## src/verilog/ckp_pkg.sv

```systemverilog
package ckp_pkg;

  // register byte offsets
  localparam logic [7:0] CFG_OFS = 8'h04;
  localparam logic [7:0] INT_OFS = 8'h08;

  // configuration register field positions
  localparam int CFG_SEL_LSB  = 0;
  localparam int CFG_STS_LSB  = 2;
  localparam int CFG_BUS_LSB  = 4;
  localparam int CFG_SLOW_LSB = 8;
  localparam int CFG_FAST_LSB = 11;
  localparam int CFG_SUPV_BIT = 16;

  // clock interrupt register field positions
  localparam int INT_FLAG_LSB = 0;
  localparam int INT_FAIL_BIT = 7;
  localparam int INT_IE_LSB   = 8;
  localparam int INT_CLR_LSB  = 16;
  localparam int INT_FCLR_BIT = 23;

  // ready sources, same order in flags, enables and clears
  localparam int RDY_LSI = 0;
  localparam int RDY_LSE = 1;
  localparam int RDY_IFAST = 2;
  localparam int RDY_EFAST = 3;
  localparam int RDY_PLL = 4;
  localparam int RDY_N   = 5;

  // reset values
  localparam logic [31:0] CFG_RST = 32'h0000_0000;
  localparam logic [31:0] INT_RST = 32'h0000_0000;

  // divider sizing: largest divide is 512
  localparam int DIV_SHIFT_W = 4;
  localparam int DIV_CNT_W   = 9;

  // system clock sources
  typedef enum logic [1:0] {
    CKP_SRC_RC  = 2'h0,
    CKP_SRC_EXT = 2'h1,
    CKP_SRC_PLL = 2'h2,
    CKP_SRC_BAD = 2'h3
  } ckp_src_t;

  // peripheral prescaler code to shift amount (0xx -> 0, 1xx -> 1..4)
  function automatic logic [DIV_SHIFT_W-1:0] periph_shift(input logic [2:0] code);
    periph_shift = code[2] ? DIV_SHIFT_W'({2'h0, code[1:0]} + 4'h1) : 4'h0;
  endfunction : periph_shift

  // bus prescaler code to shift amount (1000..1011 -> 1..4, 1100..1111 -> 6..9)
  function automatic logic [DIV_SHIFT_W-1:0] bus_shift(input logic [3:0] code);
    if (!code[3]) begin
      bus_shift = 4'h0;
    end else if (!code[2]) begin
      bus_shift = DIV_SHIFT_W'({2'h0, code[1:0]} + 4'h1);
    end else begin
      bus_shift = DIV_SHIFT_W'({2'h0, code[1:0]} + 4'h6);
    end
  endfunction : bus_shift

  // byte enables widened to a bit mask
  function automatic logic [31:0] be_mask(input logic [3:0] be);
    be_mask = {{8{be[3]}}, {8{be[2]}}, {8{be[1]}}, {8{be[0]}}};
  endfunction : be_mask

endpackage : ckp_pkg

```

## src/verilog/ckp_sync.sv

```systemverilog
`timescale 1ns/100ps
module ckp_sync #(
  parameter int W = 8
) (
  input  wire logic         sys_clk,
  input  wire logic         rst,
  input  wire logic [W-1:0] async_in,
  output logic      [W-1:0] sync_out
);

  logic [W-1:0] meta_ff;
  logic [W-1:0] sync_ff;

  // two stages; only the second stage is read outside
  always_ff @(posedge sys_clk) begin
    if (rst) begin
      meta_ff <= '0;
      sync_ff <= '0;
    end else begin
      meta_ff <= async_in;
      sync_ff <= meta_ff;
    end
  end

  assign sync_out = sync_ff;

endmodule : ckp_sync

```

## src/verilog/ckp_clk_div.sv

```systemverilog
`timescale 1ns/100ps
module ckp_clk_div #(
  parameter int SHIFT_W = ckp_pkg::DIV_SHIFT_W,
  parameter int CNT_W   = ckp_pkg::DIV_CNT_W
) (
  input  wire logic               sys_clk,
  input  wire logic               rst,
  input  wire logic               in_en,
  input  wire logic [SHIFT_W-1:0] shift,
  output logic                    out_en
);

  logic [CNT_W-1:0] cnt_ff;
  logic [CNT_W-1:0] nxt_cnt;
  logic [CNT_W-1:0] limit;
  logic             wrap;

  // divide by 2**shift; >= so a shrinking ratio never strands the count
  assign limit   = CNT_W'((32'd1 << shift) - 32'd1);
  assign wrap    = (cnt_ff >= limit);
  assign out_en  = in_en & wrap;
  assign nxt_cnt = wrap ? '0 : CNT_W'(cnt_ff + 1'b1);

  // count input enables only
  always_ff @(posedge sys_clk) begin
    if (rst) begin
      cnt_ff <= '0;
    end else if (in_en) begin
      cnt_ff <= nxt_cnt;
    end
  end

endmodule : ckp_clk_div

```

## src/verilog/ckp_clock_ctrl.sv

```systemverilog
`timescale 1ns/100ps
// What this block does
// - fast peripheral prescaler: 0xx undivided, 100..111 divide bus clock by 2,4,8,16.
// - slow peripheral prescaler in bits 10:8, same encoding as the fast one.
// - bus prescaler bits 7:4: 0xxx undivided, then 2,4,8,16,64,128,256,512.
// - read-only status bits 3:2 show the active system clock source.
// - select bits 1:0 choose RC, external or PLL; code 11 is never used.
// - with supervision, force internal RC on low-power exit or on external failure while it feeds the system clock.
// - clock interrupt register at 0x08, resets to zero, any width, no waits.
// - writing one to bit 23 clears the clock-failure flag; zero does nothing.
// - writing one to bit 20 clears the PLL ready flag; zero does nothing.
// - bits 19..16 clear external fast, internal fast, external slow, internal slow flags.
// - reserved interrupt register bits 31:24, 22:21, 15:13 read as zero.
// - bit 12 enables the PLL ready interrupt.
// - clock-failure flag sets on external oscillator failure, stays until cleared.
module ckp_clock_ctrl (
  input  wire logic        sys_clk,
  input  wire logic        rst,
  input  wire logic [7:0]  reg_addr,
  input  wire logic [31:0] reg_wdata,
  input  wire logic [3:0]  reg_be,
  input  wire logic        reg_wr,
  input  wire logic        reg_rd,
  output logic      [31:0] reg_rdata,
  input  wire logic [4:0]  osc_ready_in,
  input  wire logic        ext_osc_fail_in,
  input  wire logic        low_power_exit_in,
  input  wire logic        pll_from_ext_in,
  output logic      [1:0]  sys_clk_mux_sel,
  output logic             bus_clk_en,
  output logic             fast_periph_clk_en,
  output logic             slow_periph_clk_en,
  output logic             clk_irq
);

  localparam int N = ckp_pkg::RDY_N;

  // ---------------------------------------------------------------
  // pin synchronisers
  // ---------------------------------------------------------------
  logic [7:0]   pins_sync;
  logic [N-1:0] rdy_lvl;
  logic         fail_lvl;
  logic         lpx_lvl;
  logic         pll_ext_lvl;

  ckp_sync #(
    .W (8)
  ) u_sync (
    .sys_clk  (sys_clk),
    .rst      (rst),
    .async_in ({pll_from_ext_in, low_power_exit_in, ext_osc_fail_in, osc_ready_in}),
    .sync_out (pins_sync)
  );

  // unpack synchronised levels
  assign rdy_lvl     = pins_sync[N-1:0];
  assign fail_lvl    = pins_sync[5];
  assign lpx_lvl     = pins_sync[6];
  assign pll_ext_lvl = pins_sync[7];

  // edge detectors work on synchronised copies only
  logic [N-1:0] rdy_prev_ff;
  logic         fail_prev_ff;
  logic         lpx_prev_ff;

  always_ff @(posedge sys_clk) begin
    if (rst) begin
      rdy_prev_ff  <= '0;
      fail_prev_ff <= 1'b0;
      lpx_prev_ff  <= 1'b0;
    end else begin
      rdy_prev_ff  <= rdy_lvl;
      fail_prev_ff <= fail_lvl;
      lpx_prev_ff  <= lpx_lvl;
    end
  end

  // one-cycle events
  logic [N-1:0] rdy_rise;
  logic         fail_rise;
  logic         lpx_rise;

  assign rdy_rise  = rdy_lvl & ~rdy_prev_ff;
  assign fail_rise = fail_lvl & ~fail_prev_ff;
  assign lpx_rise  = lpx_lvl & ~lpx_prev_ff;

  // ---------------------------------------------------------------
  // register bus decode
  // ---------------------------------------------------------------
  logic        hit_cfg;
  logic        hit_int;
  logic        wr_cfg;
  logic        wr_int;
  logic [31:0] wmask;

  assign hit_cfg = (reg_addr == ckp_pkg::CFG_OFS);
  assign hit_int = (reg_addr == ckp_pkg::INT_OFS);
  assign wr_cfg  = reg_wr & hit_cfg;
  assign wr_int  = reg_wr & hit_int;
  assign wmask   = ckp_pkg::be_mask(reg_be);

  // ---------------------------------------------------------------
  // configuration register
  // ---------------------------------------------------------------
  logic [2:0] fast_psc_ff;
  logic [2:0] slow_psc_ff;
  logic [3:0] bus_psc_ff;
  logic [1:0] sel_ff;
  logic [1:0] sts_ff;
  logic       supv_en_ff;

  logic [31:0] cfg_cur;
  logic [31:0] cfg_merged;
  logic [2:0]  nxt_fast_psc;
  logic [2:0]  nxt_slow_psc;
  logic [3:0]  nxt_bus_psc;
  logic        nxt_supv_en;
  logic [1:0]  wr_sel;
  logic        wr_sel_ok;

  // current word with explicit operands, so the merge tracks every field change
  assign cfg_cur    = cfg_word(fast_psc_ff, slow_psc_ff, bus_psc_ff,
                               sts_ff, sel_ff, supv_en_ff);
  // byte-lane merge of the current value with the write data
  assign cfg_merged = (cfg_cur & ~wmask) | (reg_wdata & wmask);

  assign nxt_fast_psc = wr_cfg ? cfg_merged[ckp_pkg::CFG_FAST_LSB +: 3] : fast_psc_ff;
  assign nxt_slow_psc = wr_cfg ? cfg_merged[ckp_pkg::CFG_SLOW_LSB +: 3] : slow_psc_ff;
  assign nxt_bus_psc  = wr_cfg ? cfg_merged[ckp_pkg::CFG_BUS_LSB +: 4] : bus_psc_ff;
  assign nxt_supv_en  = wr_cfg ? cfg_merged[ckp_pkg::CFG_SUPV_BIT] : supv_en_ff;

  // code 11 is refused and the old choice kept
  assign wr_sel    = cfg_merged[ckp_pkg::CFG_SEL_LSB +: 2];
  assign wr_sel_ok = wr_cfg & (wr_sel != ckp_pkg::CKP_SRC_BAD);

  // forced fallback to the internal RC oscillator
  logic ext_feeds_sys;
  logic force_rc;

  assign ext_feeds_sys = (sts_ff == ckp_pkg::CKP_SRC_EXT) |
                         ((sts_ff == ckp_pkg::CKP_SRC_PLL) & pll_ext_lvl);
  assign force_rc      = supv_en_ff & (lpx_rise | (fail_rise & ext_feeds_sys));

  // select: forcing outranks a software write in the same cycle
  logic [1:0] nxt_sel;

  assign nxt_sel = force_rc ? ckp_pkg::CKP_SRC_RC :
                   wr_sel_ok ? wr_sel : sel_ff;

  // status follows the selection once that source is ready
  logic       tgt_ready;
  logic [1:0] nxt_sts;

  assign tgt_ready = (sel_ff == ckp_pkg::CKP_SRC_RC)  ? rdy_lvl[ckp_pkg::RDY_IFAST] :
                     (sel_ff == ckp_pkg::CKP_SRC_EXT) ? rdy_lvl[ckp_pkg::RDY_EFAST] :
                     (sel_ff == ckp_pkg::CKP_SRC_PLL) ? rdy_lvl[ckp_pkg::RDY_PLL] : 1'b0;
  assign nxt_sts   = force_rc ? ckp_pkg::CKP_SRC_RC :
                     tgt_ready ? sel_ff : sts_ff;

  // configuration state
  always_ff @(posedge sys_clk) begin
    if (rst) begin
      fast_psc_ff <= ckp_pkg::CFG_RST[ckp_pkg::CFG_FAST_LSB +: 3];
      slow_psc_ff <= ckp_pkg::CFG_RST[ckp_pkg::CFG_SLOW_LSB +: 3];
      bus_psc_ff  <= ckp_pkg::CFG_RST[ckp_pkg::CFG_BUS_LSB +: 4];
      sel_ff      <= ckp_pkg::CFG_RST[ckp_pkg::CFG_SEL_LSB +: 2];
      sts_ff      <= ckp_pkg::CFG_RST[ckp_pkg::CFG_STS_LSB +: 2];
      supv_en_ff  <= ckp_pkg::CFG_RST[ckp_pkg::CFG_SUPV_BIT];
    end else begin
      fast_psc_ff <= nxt_fast_psc;
      slow_psc_ff <= nxt_slow_psc;
      bus_psc_ff  <= nxt_bus_psc;
      sel_ff      <= nxt_sel;
      sts_ff      <= nxt_sts;
      supv_en_ff  <= nxt_supv_en;
    end
  end

  // the mux follows status: a selected source only once it is ready, internal RC at once when forced
  assign sys_clk_mux_sel = sts_ff;

  // current configuration word
  function automatic logic [31:0] cfg_word(input logic [2:0] fp,
                                           input logic [2:0] sp,
                                           input logic [3:0] bp,
                                           input logic [1:0] st,
                                           input logic [1:0] sl,
                                           input logic       sv);
    cfg_word = {15'h0000, sv, 2'h0, fp, sp, bp, st, sl};
  endfunction : cfg_word

  // ---------------------------------------------------------------
  // clock enable dividers
  // ---------------------------------------------------------------
  logic [ckp_pkg::DIV_SHIFT_W-1:0] bus_sh;
  logic [ckp_pkg::DIV_SHIFT_W-1:0] fast_sh;
  logic [ckp_pkg::DIV_SHIFT_W-1:0] slow_sh;

  assign bus_sh  = ckp_pkg::bus_shift(bus_psc_ff);
  assign fast_sh = ckp_pkg::periph_shift(fast_psc_ff);
  assign slow_sh = ckp_pkg::periph_shift(slow_psc_ff);

  // bus enable is derived from the system clock
  ckp_clk_div u_div_bus (
    .sys_clk (sys_clk),
    .rst     (rst),
    .in_en   (1'b1),
    .shift   (bus_sh),
    .out_en  (bus_clk_en)
  );

  // peripheral enables divide the bus enable further
  ckp_clk_div u_div_fast (
    .sys_clk (sys_clk),
    .rst     (rst),
    .in_en   (bus_clk_en),
    .shift   (fast_sh),
    .out_en  (fast_periph_clk_en)
  );

  ckp_clk_div u_div_slow (
    .sys_clk (sys_clk),
    .rst     (rst),
    .in_en   (bus_clk_en),
    .shift   (slow_sh),
    .out_en  (slow_periph_clk_en)
  );

  // ---------------------------------------------------------------
  // clock interrupt register
  // ---------------------------------------------------------------
  logic [N-1:0] rdy_flag_ff;
  logic [N-1:0] rdy_ie_ff;
  logic         fail_flag_ff;

  logic [N-1:0] rdy_clr;
  logic         fail_clr;
  logic [N-1:0] nxt_rdy_flag;
  logic [N-1:0] nxt_rdy_ie;
  logic         nxt_fail_flag;

  assign rdy_clr  = {N{wr_int}} & reg_wdata[ckp_pkg::INT_CLR_LSB +: N] &
                    wmask[ckp_pkg::INT_CLR_LSB +: N];
  assign fail_clr = wr_int & reg_wdata[ckp_pkg::INT_FCLR_BIT] &
                    wmask[ckp_pkg::INT_FCLR_BIT];

  // set beats clear so a ready edge in the clearing cycle is kept
  assign nxt_rdy_flag  = (rdy_flag_ff & ~rdy_clr) | rdy_rise;
  assign nxt_fail_flag = (fail_flag_ff & ~fail_clr) | fail_rise;

  assign nxt_rdy_ie = wr_int ?
                      ((rdy_ie_ff & ~wmask[ckp_pkg::INT_IE_LSB +: N]) |
                       (reg_wdata[ckp_pkg::INT_IE_LSB +: N] &
                        wmask[ckp_pkg::INT_IE_LSB +: N])) :
                      rdy_ie_ff;

  // interrupt register state resets to zero
  always_ff @(posedge sys_clk) begin
    if (rst) begin
      rdy_flag_ff  <= ckp_pkg::INT_RST[ckp_pkg::INT_FLAG_LSB +: N];
      rdy_ie_ff    <= ckp_pkg::INT_RST[ckp_pkg::INT_IE_LSB +: N];
      fail_flag_ff <= ckp_pkg::INT_RST[ckp_pkg::INT_FAIL_BIT];
    end else begin
      rdy_flag_ff  <= nxt_rdy_flag;
      rdy_ie_ff    <= nxt_rdy_ie;
      fail_flag_ff <= nxt_fail_flag;
    end
  end

  // level interrupt; failure is never masked
  assign clk_irq = fail_flag_ff | (|(rdy_flag_ff & rdy_ie_ff));

  // reserved and clear bits read as zero
  logic [31:0] int_word;

  assign int_word = {19'h00000, rdy_ie_ff, fail_flag_ff, 2'h0, rdy_flag_ff};

  // ---------------------------------------------------------------
  // read data, one cycle after the strobe; unmapped reads zero
  // ---------------------------------------------------------------
  logic [31:0] rdata_ff;
  logic [31:0] nxt_rdata;

  assign nxt_rdata = !reg_rd ? 32'h0000_0000 :
                     hit_cfg ? cfg_cur :
                     hit_int ? int_word : 32'h0000_0000;

  // data stands only in the cycle after the read strobe
  always_ff @(posedge sys_clk) begin
    if (rst) begin
      rdata_ff <= 32'h0000_0000;
    end else begin
      rdata_ff <= nxt_rdata;
    end
  end

  assign reg_rdata = rdata_ff;

  // software obligations are not checked in hardware:
  // peripheral clocks under 90 MHz, prefetch kept on when divided

endmodule : ckp_clock_ctrl

```

## config.mk

```make
export PLATFORM = sky130hd
export DESIGN_NAME = ckp_clock_ctrl
export DESIGN_NICKNAME = d
export VERILOG_FILES = /design/src/verilog/ckp_pkg.sv /design/src/verilog/ckp_sync.sv /design/src/verilog/ckp_clk_div.sv /design/src/verilog/ckp_clock_ctrl.sv
export SDC_FILE = /design/constraint.sdc
export NUM_CORES = 1
export LEC_CHECK = 0
export ABC_AREA = 1
export CAP_MARGIN = 5
export CORE_MARGIN = 3
export CORE_UTILIZATION = 45
export DETAILED_ROUTE_END_ITERATION = 16
export DONT_BUFFER_PORTS = 1
export GPL_TIMING_DRIVEN = 1
export SLEW_MARGIN = 20
export SYNTH_ARGS = -nofsm -noshare
export SYNTH_HDL_FRONTEND = slang
export SYNTH_SLANG_ARGS = --single-unit
```

## constraint.sdc

```tcl
create_clock -name sys_clk -period 7.2 [get_ports sys_clk]
set_clock_uncertainty 0.15 [all_clocks]
set_input_delay 1.44 -clock sys_clk [delete_from_list [all_inputs] [get_ports sys_clk]]
set_output_delay 1.44 -clock sys_clk [all_outputs]
set_load 0.01 [all_outputs]
```

Word level (Yosys, flattened, before mapping)
Cells that the tools add are included.
{"block": "totals", "wordCells": 96, "ff_bits": 108, "output_inout_bits": 38}
{"block": "classes", "n_shift": 3, "n_reduce_logical": 6, "n_bitwise": 37, "magnitude_cmp": 3, "muxes": 11, "eq_ne": 7, "add_sub_neg": 10}
{"op": "bitwise AND 5 bit", "count": 7}
{"op": "bitwise AND 17 bit", "count": 2}
{"op": "adder 9 x 1 -> 9 bit, second input constant", "count": 3}
{"op": "greater-or-equal comparator 9 bit", "count": 3}
{"op": "subtractor 9 x 1 -> 9 bit, second input constant", "count": 3}
{"op": "2-to-1 mux 9 bit", "count": 2}
{"op": "<< shifter 1 x 3 -> 9 bit, first input constant", "count": 2}
{"op": "2-to-1 mux 17 bit", "count": 1}
{"op": "inverter 17 bit", "count": 1}
{"op": "bitwise OR 17 bit", "count": 1}
{"op": "inverter 5 bit", "count": 3}
{"op": "bitwise AND 1 bit", "count": 13}
{"op": "2-to-1 mux 13 bit", "count": 1}
{"op": "bitwise OR 5 bit", "count": 2}
{"op": "adder 2 x 1 -> 3 bit, second input constant", "count": 3}
{"op": "<< shifter 1 x 4 -> 9 bit, first input constant", "count": 1}
{"op": "equality test 8 x 3 -> 1 bit, second input constant", "count": 1}
{"op": "equality test 8 x 4 -> 1 bit, second input constant", "count": 1}
{"op": "2-to-1 mux 4 bit", "count": 2}
{"op": "2-to-1 mux 3 bit", "count": 2}
{"op": "OR reduction 2 bit", "count": 3}
{"op": "OR reduction 5 bit", "count": 1}
{"op": "adder 2 x 3 -> 4 bit, second input constant", "count": 1}
{"op": "equality test 2 x 1 -> 1 bit, second input constant", "count": 2}
{"op": "7 further kinds", "count": 16}

Logic depth before layout (Yosys ltp)
Gate-level depths: netlist (run 1).
{"block": "depth", "ltp_word": 7, "mapped_depth": 20, "ltp_nobuf": 20}

Modules after synthesis
From an unflattened synthesis (run 1), not the netlist that was laid out.
{"block": "hier_totals", "hier_cells": 731, "hier_area_um2": 5201.2}
{"module": "ckp_clock_ctrl", "cells_per_inst": 339, "area_per_inst_um2": 2348.5, "instances": 1}
{"module": "ckp_clk_div (u_div_bus)", "cells_per_inst": 117, "area_per_inst_um2": 802.0, "instances": 1}
{"module": "ckp_clk_div (u_div_fast)", "cells_per_inst": 113, "area_per_inst_um2": 790.8, "instances": 1}
{"module": "ckp_clk_div (u_div_slow)", "cells_per_inst": 112, "area_per_inst_um2": 785.8, "instances": 1}
{"module": "ckp_sync", "cells_per_inst": 50, "area_per_inst_um2": 474.2, "instances": 1}

Worst setup path after synthesis (run 1)
No wires, ideal clock.
{"block": "synth_path", "path_kind": "register -> output", "from": "register (tool-made name)", "to": "output port fast_periph_clk_en", "arrival_ps": 2594, "setup_slack_ps": 3016, "path_stages_with_launch": 17, "path_buffers": 0, "t_required_ps": 5610, "path_cell_list": "dfxtp_1 -> ha_1 -> nor2_1 -> inv_1 -> nand3_1 -> o211ai_1 -> ha_1 -> o21ai_1 -> nor2_1 -> xnor2_1 -> ha_1 -> nand2_2 -> nor2_1 -> nand3_2 -> nand4_4 -> nand2_1 -> inv_1"}
{"item": "to (decl)", "line_no": "ckp_clock_ctrl.sv:31", "source": "output logic fast_periph_clk_en,"}

==> metrics.log, run 1 <==
[metrics] per-instance average area after synthesis: 7.40 sq um
[metrics] final critical-path share of the clock period: 76.3%
[metrics] smallest setup slack after layout: 1.70 ns
[metrics] number of antenna violations at the first check in global routing: 0
[metrics] core area: 9910 sq um
[metrics] Global Route met1 Usage: 20.1%
[metrics] count of vias placed by the detailed router: 3813
[metrics] synthesized instance count: 626
[metrics] die width: 107 microns
[metrics] count of state elements after synthesis: 91
[metrics] Max Fclk: 182 MHz
[metrics] number of hold-slack violations in the final timing report: 0
[metrics] number of cells upsized or downsized after cts: 0
[metrics] max-slew violations: 0
[metrics] critical path fanouts, max: 36
[metrics] transition time of the tightest slew-check pin: 0.760 ns
[metrics] Power Total: 0.000857 W
[metrics] number of cells on the worst reg-to-reg path: 17
[metrics] GRT Util Overall: 17.6%
[metrics] area added between synthesis and finish: 4.35%
[metrics] portion of the post-synthesis area used by sequential elements: 39.3%
[metrics] initial standard-cell utilization of the core: 46.7%
[metrics] number of warnings issued by yosys: 0
[metrics] Detailed Route WL: 9650 microns
[metrics] worst hold-check path type: reg2reg
[metrics] worst IR drop on VDD: 121 uV
[metrics] DRC: 0
[metrics] worst reg2reg setup slack: 3.20 ns
[metrics] met2 Track Usage GR: 30.2%
[metrics] number of post-CTS setup repair buffers: 0
[metrics] total area of sequential cells: 1820 sq um
[metrics] arithmetic-cell share of the synthesized area counting full adders, half adders and majority gates: 8.64%
[metrics] cts bufs inserted: 9
[metrics] area fraction in compound gates after synthesis: 11.0%
[metrics] min cycle time layout: 5.50 ns
[metrics] Longest Clk Path Bufs: 2
[metrics] cts-stage hold buffer count: 0
[metrics] # Max-Cap Violations: 0
[metrics] worst hold slack across all endpoints: 0.250 ns
[metrics] Post-Synth XOR/XNOR Area: 3.78%
[metrics] Arr. time, crit path: 3.91 ns
[metrics] TritonCTS clock tree: done
[metrics] number of instances in the placed design: 747
[metrics] # IOs: 94
[metrics] met3 GRT Util: 6.18%
[metrics] status: finished, final reports clean
[metrics] fraction of final layout cells with drive strength greater than 1: 5.08%
[metrics] setup slack at placement: 2.07 ns
[metrics] Leakage Power: 2.05 nW
[metrics] setup repair after global routing missed its margin: no
[metrics] Slew headroom: 49.3%
[metrics] residual antenna-violating net count after detailed routing: 0
[metrics] busiest layer in global routing: met2
[metrics] Setup TNS Final: 0 ns
[metrics] final standard cell count with taps included and fillers excluded: 763
[metrics] start-to-end type of the worst setup path: reg2out
[metrics] dpl hpwl: 7360 microns
[metrics] number of instances on the worst hold path: 2
[metrics] largest family of logic cells by synthesized area: simple AND/OR/NAND/NOR gates
[metrics] global placement routability congestion: 0.814
[metrics] source-to-sink clock delay at the later pin of the worst-skew pair: 0.38 ns
[metrics] remaining global-route overflow: 0
[metrics] kind of start point of the critical path: flop
[metrics] clock root cell: sky130_fd_sc_hd__clkbuf_8
[metrics] Total Die Area: 11500 sq um
[metrics] filler instances: 1018
[metrics] Final nets: 713
[metrics] required time of the critical path: 5.61 ns
[metrics] Cell Rows: 36
[metrics] initial detailed-routing violation count: 224
[metrics] Port Buffers: 0
[metrics] number of levels in the clock H-tree: 3
[metrics] CTS clock-pin slew for the worst setup and hold paths: 0.09 ns
[metrics] pin count of the biggest net entering global routing: 37
[metrics] drt wl/cell: 12.7 microns
[metrics] PwrDens: 177 nW/um^2
[metrics] mux cell area share after synthesis: 0%
[metrics] count of distinct cell types in the synthesized netlist: 35
[metrics] via count of the first global-routing pass: 3515
[metrics] 1st-pass router iterations: 4
[metrics] number of failing setup endpoints in the final timing report: 0
[metrics] Cell Area, Synth: 4630 sq um
[metrics] vias per std cell: 5.00
[metrics] y dimension of the die: 107 microns
[metrics] kind of capture point of the worst setup path: output port
[metrics] area used by multi-input combinational logic: 2260 sq um
[metrics] global-route wire length before repair: 16000 microns
[metrics] clock sink total: 91
[metrics] simple-gate area share of the yosys netlist: 24.0%
[metrics] antenna cells: 0
[per-stage QoR]
| step | util, % | instance area, sq um |
|---|---|---|
| after floorplan | - | 4690 |
| after global placement | 47.0 | 4660 |
| after detailed placement | 47.0 | 4660 |
| after CTS | 48.8 | 4830 |
| after global routing | 48.8 | 4830 |
| final | 48.8 | 4830 |
[critical path: stages, from the launching register on]
cell	delay (ns)
sky130_fd_sc_hd__dfxtp_1	0.41
sky130_fd_sc_hd__ha_1	0.26
sky130_fd_sc_hd__nor2_1	0.19
sky130_fd_sc_hd__inv_1	0.09
sky130_fd_sc_hd__nand3_1	0.15
sky130_fd_sc_hd__o211ai_1	0.15
sky130_fd_sc_hd__ha_1	0.23
sky130_fd_sc_hd__o21ai_1	0.17
sky130_fd_sc_hd__a21oi_1	0.10
sky130_fd_sc_hd__xor2_1	0.16
sky130_fd_sc_hd__ha_1	0.31
sky130_fd_sc_hd__nand2_1	0.07
sky130_fd_sc_hd__nand2_1	0.08
sky130_fd_sc_hd__a21oi_4	0.15
sky130_fd_sc_hd__nand4_4	0.48
sky130_fd_sc_hd__nand2_1	0.40
sky130_fd_sc_hd__inv_1	0.13
[metal layers]
metal	share of wire (%)	wire (microns)
met1	44	4220
met2	49	4690
met3	5.7	550
met4	1.9	187
met5	0	0
[power breakdown]
group | total (W) | leakage (nW) | internal (W) | switching, W
clock network | 0.000322 | 0.0872 | 0.000129 | 0.000193
registers | 0.000513 | 0.738 | 0.000510 | 0.00000278
logic | 0.0000227 | 1.23 | 0.00000688 | 0.0000158
[cells in the final DEF, fill, tap and decap left out, types with 10 or more instances in the layout]
| master | instances |
|---|---|
| sky130_fd_sc_hd__inv_1 | 108 |
| sky130_fd_sc_hd__a21oi_1 | 34 |
| sky130_fd_sc_hd__dfxtp_1 | 91 |
| sky130_fd_sc_hd__o22ai_1 | 15 |
| sky130_fd_sc_hd__o21ai_0 | 30 |
| sky130_fd_sc_hd__nor2_1 | 75 |
| sky130_fd_sc_hd__conb_1 | 17 |
| sky130_fd_sc_hd__ha_1 | 32 |
| sky130_fd_sc_hd__nand2_1 | 100 |
| sky130_fd_sc_hd__nand3_1 | 43 |
| sky130_fd_sc_hd__xor2_1 | 15 |
| sky130_fd_sc_hd__nor3_1 | 10 |
[layout make-up]
cell class	count	share of cell area, %
Multi-Input combinational cell	414	46.8
Sequential cell	91	37.7
Clock inverter	6	0.984
Clock buffer	10	2.64
Tap cell	133	3.44
Inverter	109	8.46
[synth_stat cells, drive strengths merged]
master	n	area share (%)
dfxtp	91	39
nor3b	2	0.32
o21ai	31	3.3
nand2	102	8.4
o21bai	2	0.32
nand3	45	5.1
nand3b	1	0.16
xnor2	5	0.95
nor3	10	1.1
buf	23	3.9
o211ai	3	0.49
nor2	84	7.4
a211oi	1	0.16
ha	32	8.6
or2	2	0.27
nand4	7	1.3
inv	109	8.8
a21oi	35	4.0
a31oi	5	0.68
o22ai	15	2.0
conb	1	0.081
clkbuf	5	0.41
xor2	15	2.8
[kinds of logic after synthesis]
logic type               after synthesis
AO/OA/AOI/OAI                         92
XOR/XNOR                              20
adder cells (fa/ha/maj)               32
buffers and inverters                137
flip-flops                            91
other                                  1
AND/OR/NAND/NOR                      253
[path summary, 6_finish.rpt]
path,from,endpoint
hold reg to reg,u_sync.meta_ff[5]$_SDFF_PP0_,u_sync.sync_out[5]$_SDFF_PP0_
setup / recovery,flop,fast_periph_clk_en
setup reg to reg,flop,u_div_fast.cnt_ff[2]$_SDFFE_PP0P_
hold / removal,u_sync.meta_ff[5]$_SDFF_PP0_,u_sync.sync_out[5]$_SDFF_PP0_
(Power assumes the default switching activity.)
==> inputs of run 2 (changes only) <==
ABC_AREA = 0   (was 1)
clock period = 5.56 ns   (was 7.2 ns; I/O delays follow)
==> run 2 against run 1 <==
Count of clock-buffer cells in the layout shrank 1. Via count is 11% lower. Synthesized cell count decreased by 18%. Core utilization up 0.11 points. Die area down 0.21%. Largest power group unchanged. First-iteration DRC count fell by 31%. Largest cell class unchanged. Global-route usage decreased by 0.39 points. Worst hold slack improved by 0.044 ns. Non-clock buffer count is 1 higher. Wire length is 1.8% lower. Register-to-register slack worse by 2.0 ns. Sequential cell count is the same.
==> metrics.log, run 2 <==
[metrics] status: finished, final reports clean
[metrics] number of failing setup endpoints in the final timing report: 0 (unchanged)
[metrics] Max Fclk: 193 MHz
[metrics] # Max-Cap Violations: 0 (unchanged)
[metrics] portion of the post-synthesis area used by sequential elements: 39.4% (+0.085 points)
[metrics] cell with the most instances after synthesis: sky130_fd_sc_hd__dfxtp_1
[metrics] initial detailed-routing violation count: 155 (-31%)
[metrics] clock root cell: sky130_fd_sc_hd__clkbuf_8
[metrics] worst IR drop on VDD: 193 uV (+59%)
[metrics] kind of capture point of the worst setup path: output port
[metrics] Detailed Route WL: 9480 microns (-1.8%)
[metrics] count of state elements after synthesis: 91 (unchanged)
[metrics] global-route wire length before repair: 15700 microns (-1.8%)
[metrics] met3 GRT Util: 4.68% (-1.5 points)
[metrics] synthesized instance count: 511 (-18%)
[metrics] vias per std cell: 5.32 (+6.4%)
[metrics] kind of start point of the critical path: flop
[metrics] clock sink total: 91 (unchanged)
[metrics] core area: 9860 sq um (-0.45%)
[metrics] critical path fanouts, max: 17 (-53%)
[metrics] most common library cell in the layout ignoring fill and taps: sky130_fd_sc_hd__dfxtp_1
[metrics] residual antenna-violating net count after detailed routing: 0 (unchanged)
[metrics] number of antenna violations at the first check in global routing: 0 (unchanged)
[metrics] number of levels in the clock H-tree: 3 (unchanged)
[metrics] Placement Cell Area: 4630 sq um (-0.62%)
[metrics] Total Die Area: 11500 sq um (-0.21%)
[metrics] Longest Clk Path Bufs: 2 (unchanged)
[metrics] Port Buffers: 0 (unchanged)
[metrics] cts bufs inserted: 9 (unchanged)
[metrics] 1st-pass router iterations: 4 (unchanged)
[metrics] post-layout util: 48.9% (+0.11 points)
[metrics] Setup TNS Final: 0 ns (unchanged)
[metrics] count of vias placed by the detailed router: 3403 (-11%)
[metrics] pin count of the biggest net entering global routing: 49 (+32%)
[metrics] cell-by-cell listing of the critical path: ha_1 > nor3_1 > a21boi_0 > ha_2 > nand3b_1 > o21ai_0 > a22oi_1 > o211ai_1 > ha_1 > nand4_2 > o311ai_4 > nand2_4 > a21oi_1
[metrics] most used flip-flop cell after synthesis: sky130_fd_sc_hd__dfxtp_1
[metrics] CTS clock-pin slew for the worst setup and hold paths: 0.10 ns (about the same)
[metrics] count of distinct cell types in the synthesized netlist: 69 (+97%)
[metrics] top library cells by usage in the layout, fill and taps aside: sky130_fd_sc_hd__dfxtp_1 (91), sky130_fd_sc_hd__nand2_1 (44), sky130_fd_sc_hd__nor2_1 (38)
[metrics] Arr. time, crit path: 3.92 ns (about the same)
[metrics] biggest cell delay along the critical path: 0.52 ns (+0.04 ns)
[metrics] Slew headroom: 54.6% (+5.4 points)
[metrics] async set-or-reset flop fraction in the synthesized netlist: 0% (unchanged)
[metrics] GRT Util Overall: 17.2% (-0.39 points)
[metrics] PwrDens: 233 nW/um^2 (+31%)
[metrics] DRC: 0 (unchanged)
[metrics] dpl hpwl: 7230 microns (-1.8%)
[metrics] most frequent cell on the critical path: sky130_fd_sc_hd__ha_1
[metrics] start-to-end type of the worst setup path: reg2out
[metrics] global placement routability congestion: 0.829 (+1.8%)
[metrics] source-to-sink clock delay at the later pin of the worst-skew pair: 0.36 ns (-0.02 ns)
[metrics] per-instance average area after synthesis: 9.04 sq um (+22%)
[metrics] worst hold-check path type: reg2reg
[metrics] final critical-path share of the clock period: 93.1%
[metrics] slowest CP cell: sky130_fd_sc_hd__dfxtp_1
[metrics] final non-filler cell area: 4820 sq um (-0.23%)
[metrics] die width: 107 microns (-0.10%)
[metrics] # IOs: 94 (unchanged)
[metrics] antenna cells: 0 (unchanged)
[metrics] number of post-CTS setup repair buffers: 0 (unchanged)
[metrics] drt wl/cell: 14.8 microns (+17%)
[metrics] y dimension of the die: 107 microns (-0.10%)
[metrics] initial standard-cell utilization of the core: 46.9% (+0.11 points)
[metrics] Final nets: 590 (-17%)
[metrics] Cell Area, Synth: 4620 sq um (-0.22%)
[metrics] via count of the first global-routing pass: 3283 (-6.6%)
[metrics] min cycle time layout: 5.18 ns
[metrics] busiest layer in global routing: met2
[metrics] setup repair after global routing missed its margin: no
[metrics] number of warnings issued by yosys: 0 (unchanged)
[metrics] max-slew violations: 0 (unchanged)
[metrics] largest cells by area after synthesis: sky130_fd_sc_hd__dfxtp_1 (39%), sky130_fd_sc_hd__ha_1 (8.7%), sky130_fd_sc_hd__nor2b_1 (3.8%)
[metrics] Leakage Power: 1.82 nW (-11%)
[metrics] number of synthesized flops with an enable pin: 0 (unchanged)
[metrics] remaining global-route overflow: 0 (unchanged)
[metrics] share of the synthesized area in the top cell type: 39.4% (+0.085 points)
[metrics] cell taking the most area after synthesis: sky130_fd_sc_hd__dfxtp_1
[metrics] Global Route met1 Usage: 21.4% (+1.3 points)
[metrics] number of hold-slack violations in the final timing report: 0 (unchanged)
[metrics] met2 Track Usage GR: 29.0% (-1.2 points)
[metrics] TritonCTS clock tree: done
[metrics] transition time of the tightest slew-check pin: 0.663 ns (-0.0966 ns)
[metrics] area added between synthesis and finish: 4.33% (about the same)
[metrics] required time of the critical path: 4.30 ns (-1.31 ns)
[metrics] most instantiated cells after synthesis: sky130_fd_sc_hd__dfxtp_1 (91), sky130_fd_sc_hd__nand2_1 (44), sky130_fd_sc_hd__nor2_1 (38)
[metrics] fraction of final layout cells with drive strength greater than 1: 9.27% (+4.2 points)
[metrics] Cell Rows: 36 (unchanged)
[run 2: cell count changes in the layout (fill, tap and decap cells not counted), sizes merged, moves of 11 or more]
cell	delta
a22o	+11
inv	-86
nor2	-39
nand2b	+13
nand2	-56
o22ai	-14
nor2b	+28
nand3	-15
o21ai	-15
[run 2: layout make-up]
| class | count | area [sq um] |
|---|---|---|
| Clock buffer | 9 | 124 |
| Clock inverter | 7 | 66.3 |
| Fill cell | 938 | 5040 |
| Inverter | 20 | 75.1 |
| Multi-Input combinational cell | 379 | 2560 |
| Sequential cell | 91 | 1820 |
| Tap cell | 133 | 166 |
| Timing Repair Buffer | 1 | 7.51 |
[run 2: critical path, delay by kind of cell (launching register included)]
kind	cells	cell delay, ns
AO/OA/AOI/OAI	6	1.34
AND/OR/NAND/NOR	4	0.70
adder cells (fa/ha/maj)	3	0.98
flip-flops	1	0.52
[run 2: kinds of logic after synthesis]
group / Yosys count / synth area share (%)
simple gates: 196 / 22.4
compound gates: 101 / 16.4
flops: 91 / 39.4
buf+inv: 57 / 6.52
fa+ha+maj: 32 / 8.66
xor+xnor: 23 / 4.36
mux: 10 / 2.22
other cells: 1 / 0.0811
[run 2: per-layer routing]
layer	part of all wire, %	vias to the layer above	routed length, microns
met5	0	-	0
met4	1.5	0	143
met3	4.5	15	423
met2	49	52	4630
met1	45	1603	4290
li1	-	1733	-
[run 2: where the power goes]
part | switching, W | internal (W) | leakage (nW)
Combinational | 0.0000131 | 0.00000850 | 0.981
Clock | 0.000260 | 0.000175 | 0.0986
Sequential | 0.00000450 | 0.000660 | 0.738
Total | 0.000277 | 0.000844 | 1.82
[run 2: per-stage QoR]
stage	power, W	std cells	hold slack [ns]	setup WS, ns
floorplan	0.000711	527	0.264	0.993
global placement	0.000701	624	0.269	0.761
detailed placement	0.000702	624	0.276	0.707
CTS	0.00114	640	0.299	0.296
global route	0.00117	640	0.313	0.00430
finish	0.00112	640	0.294	0.381
[run 2: final timing paths]
| kind | start | endpoint | slack, ns | cells after the start |
|---|---|---|---|---|
| max | flop | fast_periph_clk_en | 0.38 | 13 |
| min | u_sync.meta_ff[0]$_SDFF_PP0_ | u_sync.sync_out[0]$_SDFF_PP0_ | 0.29 | 1 |
| max reg2reg | flop | u_div_fast.cnt_ff[6]$_SDFFE_PP0P_ | 1.16 | 14 |
| min reg2reg | u_sync.meta_ff[0]$_SDFF_PP0_ | u_sync.sync_out[0]$_SDFF_PP0_ | 0.29 | 1 |
[run 2: timing repair]
item                       in CTS  in global routing
resized for setup               0                  1
hold buffers                    0                  0
setup endpoints to repair       0                  3
==> inputs of run 3 (changes only) <==
CORE_UTILIZATION = 29   (was 45)
PLACE_DENSITY = 0.43   (was unset)
SLEW_MARGIN = unset   (was 20)
==> run 3 against run 2 <==
Worst setup slack got worse by 0.10 ns. Cell count rose by 12%. Sequential cell count did not move. First-iteration DRC count fell by 19%. Wire length rose by 13%. Highest routed layer unchanged. Via count rose by 0.35%. Largest power group unchanged.
==> metrics.log, run 3 (synthesized netlist as in run 2, its figures left out) <==
[metrics] most frequent cell on the critical path: sky130_fd_sc_hd__ha_1
[metrics] source-to-sink clock delay at the later pin of the worst-skew pair: 0.35 ns (about the same)
[metrics] worst hold-check path type: reg2reg
[metrics] DRC: 0 (unchanged)
[metrics] transition time of the tightest slew-check pin: 0.646 ns (-0.0172 ns)
[metrics] Leakage Power: 1.87 nW (+3.1%)
[metrics] number of instances on the worst hold path: 2 (+1)
[metrics] required time of the critical path: 4.30 ns (about the same)
[metrics] y dimension of the die: 132 microns (+23%)
[metrics] remaining global-route overflow: 0 (unchanged)
[metrics] number of instances in the placed design: 702 (+13%)
[metrics] cell-by-cell listing of the critical path: ha_1 > nor3_1 > a21boi_0 > ha_1 > nand3b_1 > o21ai_0 > a22oi_1 > o211ai_1 > ha_1 > nand4_2 > o311ai_4 > nand2_4 > a21oi_1
[metrics] initial standard-cell utilization of the core: 30.1% (-17 points)
[metrics] switching portion of total power: 23.1% (-1.7 points)
[metrics] number of cells on the worst reg-to-reg path: 14 (unchanged)
[metrics] CTS clock-pin slew for the worst setup and hold paths: 0.07 ns (-0.03 ns)
[metrics] biggest cell delay along the critical path: 0.48 ns (-0.04 ns)
[metrics] critical path fanouts, max: 17 (unchanged)
[metrics] Max Fclk: 189 MHz (-1.9%)
[metrics] worst IR drop on VDD: 137 uV (-29%)
[metrics] Final nets: 590 (unchanged)
[metrics] kind of capture point of the worst setup path: output port
[metrics] 1st-pass router iterations: 5 (+1)
[metrics] clock sink total: 91 (unchanged)
[metrics] clock root cell: sky130_fd_sc_hd__clkbuf_16
[metrics] Cell Rows: 45 (+25%)
[metrics] most common library cell in the layout ignoring fill and taps: sky130_fd_sc_hd__dfxtp_1
[metrics] antenna cells: 0 (unchanged)
[metrics] number of levels in the clock H-tree: 3 (unchanged)
[metrics] # Max-Cap Violations: 0 (unchanged)
[metrics] sequential fraction of design power: 49.6% (-9.7 points)
[metrics] Slew headroom: 55.8% (+1.2 points)
[metrics] fraction of final layout cells with drive strength greater than 1: 9.27% (unchanged)
[metrics] kind of cell with the highest combined delay on the critical path: compound AO/OA/AOI/OAI gates
[metrics] setup repair after global routing missed its margin: no
[metrics] max-slew violations: 0 (unchanged)
[metrics] start-to-end type of the worst setup path: reg2out
[metrics] Clock power frac: 48.7% (+9.9 points)
[metrics] Power Total: 0.00134 W (+19%)
[metrics] top library cells by usage in the layout, fill and taps aside: sky130_fd_sc_hd__dfxtp_1 (90), sky130_fd_sc_hd__nand2_1 (44), sky130_fd_sc_hd__nor2_1 (38)
[metrics] cts bufs inserted: 9 (unchanged)
[metrics] Total Die Area: 17500 sq um (+52%)
[metrics] Detailed Route WL: 10800 microns (+13%)
[metrics] area added between synthesis and finish: 9.20%
[metrics] # IOs: 94 (unchanged)
[metrics] global placement routability congestion: 0.769 (-7.2%)
[metrics] cts-stage hold buffer count: 0 (unchanged)
[metrics] post-layout util: 32.8% (-16 points)
[metrics] dpl hpwl: 8170 microns (+13%)
[metrics] vias per std cell: 4.76 (-11%)
[metrics] drt wl/cell: 15.0 microns (+1.1%)
[metrics] met2 WL: 5020 microns (+8.6%)
[metrics] residual antenna-violating net count after detailed routing: 0 (unchanged)
[metrics] Setup TNS Final: 0 ns (unchanged)
[metrics] highest signal layer in the routed design: met4
[metrics] GRT Util Overall: 12.4% (-4.8 points)
[metrics] sw power: 0.000309 W (+11%)
[metrics] status: finished, final reports clean
[metrics] count of vias placed by the detailed router: 3415 (+0.35%)
[metrics] final standard cell count with taps included and fillers excluded: 718 (+12%)
[metrics] TritonCTS clock tree: done
[metrics] met3 routed WL: 568 microns (+34%)
[metrics] slowest CP cell: sky130_fd_sc_hd__dfxtp_1
[metrics] Pint: 0.00103 W (+22%)
[metrics] Longest Clk Path Bufs: 2 (unchanged)
[metrics] kind of start point of the critical path: flop
[metrics] Worst Min Path Start: u_sync.sync_out[6]$_SDFF_PP0_
[metrics] post-route met1 wirelength: 5000 microns (+17%)
[metrics] worst reg2reg setup slack: 1.06 ns (-0.10 ns)
[metrics] Port Buffers: 0 (unchanged)
[metrics] min cycle time layout: 5.28 ns (+0.0999 ns)
[metrics] Critical path buffers and inverters: 0 (unchanged)
[metrics] number of failing setup endpoints in the final timing report: 0 (unchanged)
[metrics] core area: 15400 sq um (+56%)
[metrics] Arr. time, crit path: 4.02 ns (+0.10 ns)
[metrics] pin count of the biggest net entering global routing: 49 (unchanged)
[metrics] global-route wire length before repair: 17300 microns (+10%)
[metrics] smallest setup slack after layout: 0.281 ns (-0.0999 ns)
[metrics] die width: 132 microns (+23%)
[metrics] initial detailed-routing violation count: 125 (-19%)
[metrics] setup slack at placement: 0.639 ns (-0.0681 ns)
[metrics] logic gate share of total power: 1.6% (-0.3 points)
[metrics] Worst R2R End: u_div_fast.cnt_ff[5]$_SDFFE_PP0P_
[metrics] via count of the first global-routing pass: 3294 (+0.34%)
[metrics] number of antenna violations at the first check in global routing: 0 (unchanged)
[metrics] final critical-path share of the clock period: 94.9% (+1.8 points)
[metrics] number of hold-slack violations in the final timing report: 0 (unchanged)
[metrics] PwrDens: 266 nW/um^2 (+14%)
[metrics] worst-case hold path end point: lpx_prev_ff$_SDFF_PP0_
-- run 3: cell type report --
| type | instances | area, sq um |
|---|---|---|
| timing repair buffer | 1 | 7.51 |
| inverter | 20 | 75.1 |
| clock inverter | 7 | 93.8 |
| tap | 211 | 264 |
| sequential | 91 | 1820 |
| fill | 1592 | 10300 |
| multi-input combinational | 379 | 2560 |
| clock buffer | 9 | 225 |
-- run 3: metrics by stage --
step	instance area (sq um)	hold slack, ns
after floorplan	4680	0.264
after global placement	4730	0.268
after detailed placement	4730	0.272
after CTS	5050	0.287
after global routing	5050	0.301
final	5050	0.285
-- run 3: worst register-to-register path: cells and delay by family (launching register included) --
family                     cells  cell delay, ns
AOI/OAI and AO/OA              6            1.60
muxes                          1            0.38
adders and majority gates      3            1.17
and+or+nand+nor                3            0.59
DFF                            1            0.39
buffers and inverters          1            0.14
-- run 3: power by group through the flow --
stage                logic, W  clock network [W]  registers (W)
floorplan           0.0000326                  0       0.000678
global placement    0.0000220                  0       0.000680
detailed placement  0.0000223                  0       0.000680
CTS                 0.0000223           0.000678       0.000665
global route        0.0000251           0.000698       0.000666
finish              0.0000220           0.000653       0.000665
-- run 3: worst max-delay path by stage --
stage	to	startpoint	slack (ns)	cells past startpoint
after detailed placement	fast_periph_clk_en	flop	0.64	13
after global placement	fast_periph_clk_en	flop	0.67	13
final	fast_periph_clk_en	flop	0.28	13
after CTS	fast_periph_clk_en	flop	0.22	13
after global routing	fast_periph_clk_en	flop	0.03	13
after floorplan	slow_periph_clk_en	flop	0.99	14
-- run 3: timing repair --
| item | 4_1_cts | 5_1_grt |
|---|---|---|
| setup buffers | 0 | 0 |
| setup endpoints to repair | 0 | 3 |
| resized for setup | 0 | 1 |
-- run 3: layer usage --
metal	track usage, %	vias to the layer above
met2	20.0	76
met5	0	-
met1	16.0	1595
li1	-	1732
met4	4.50	0
met3	3.32	12
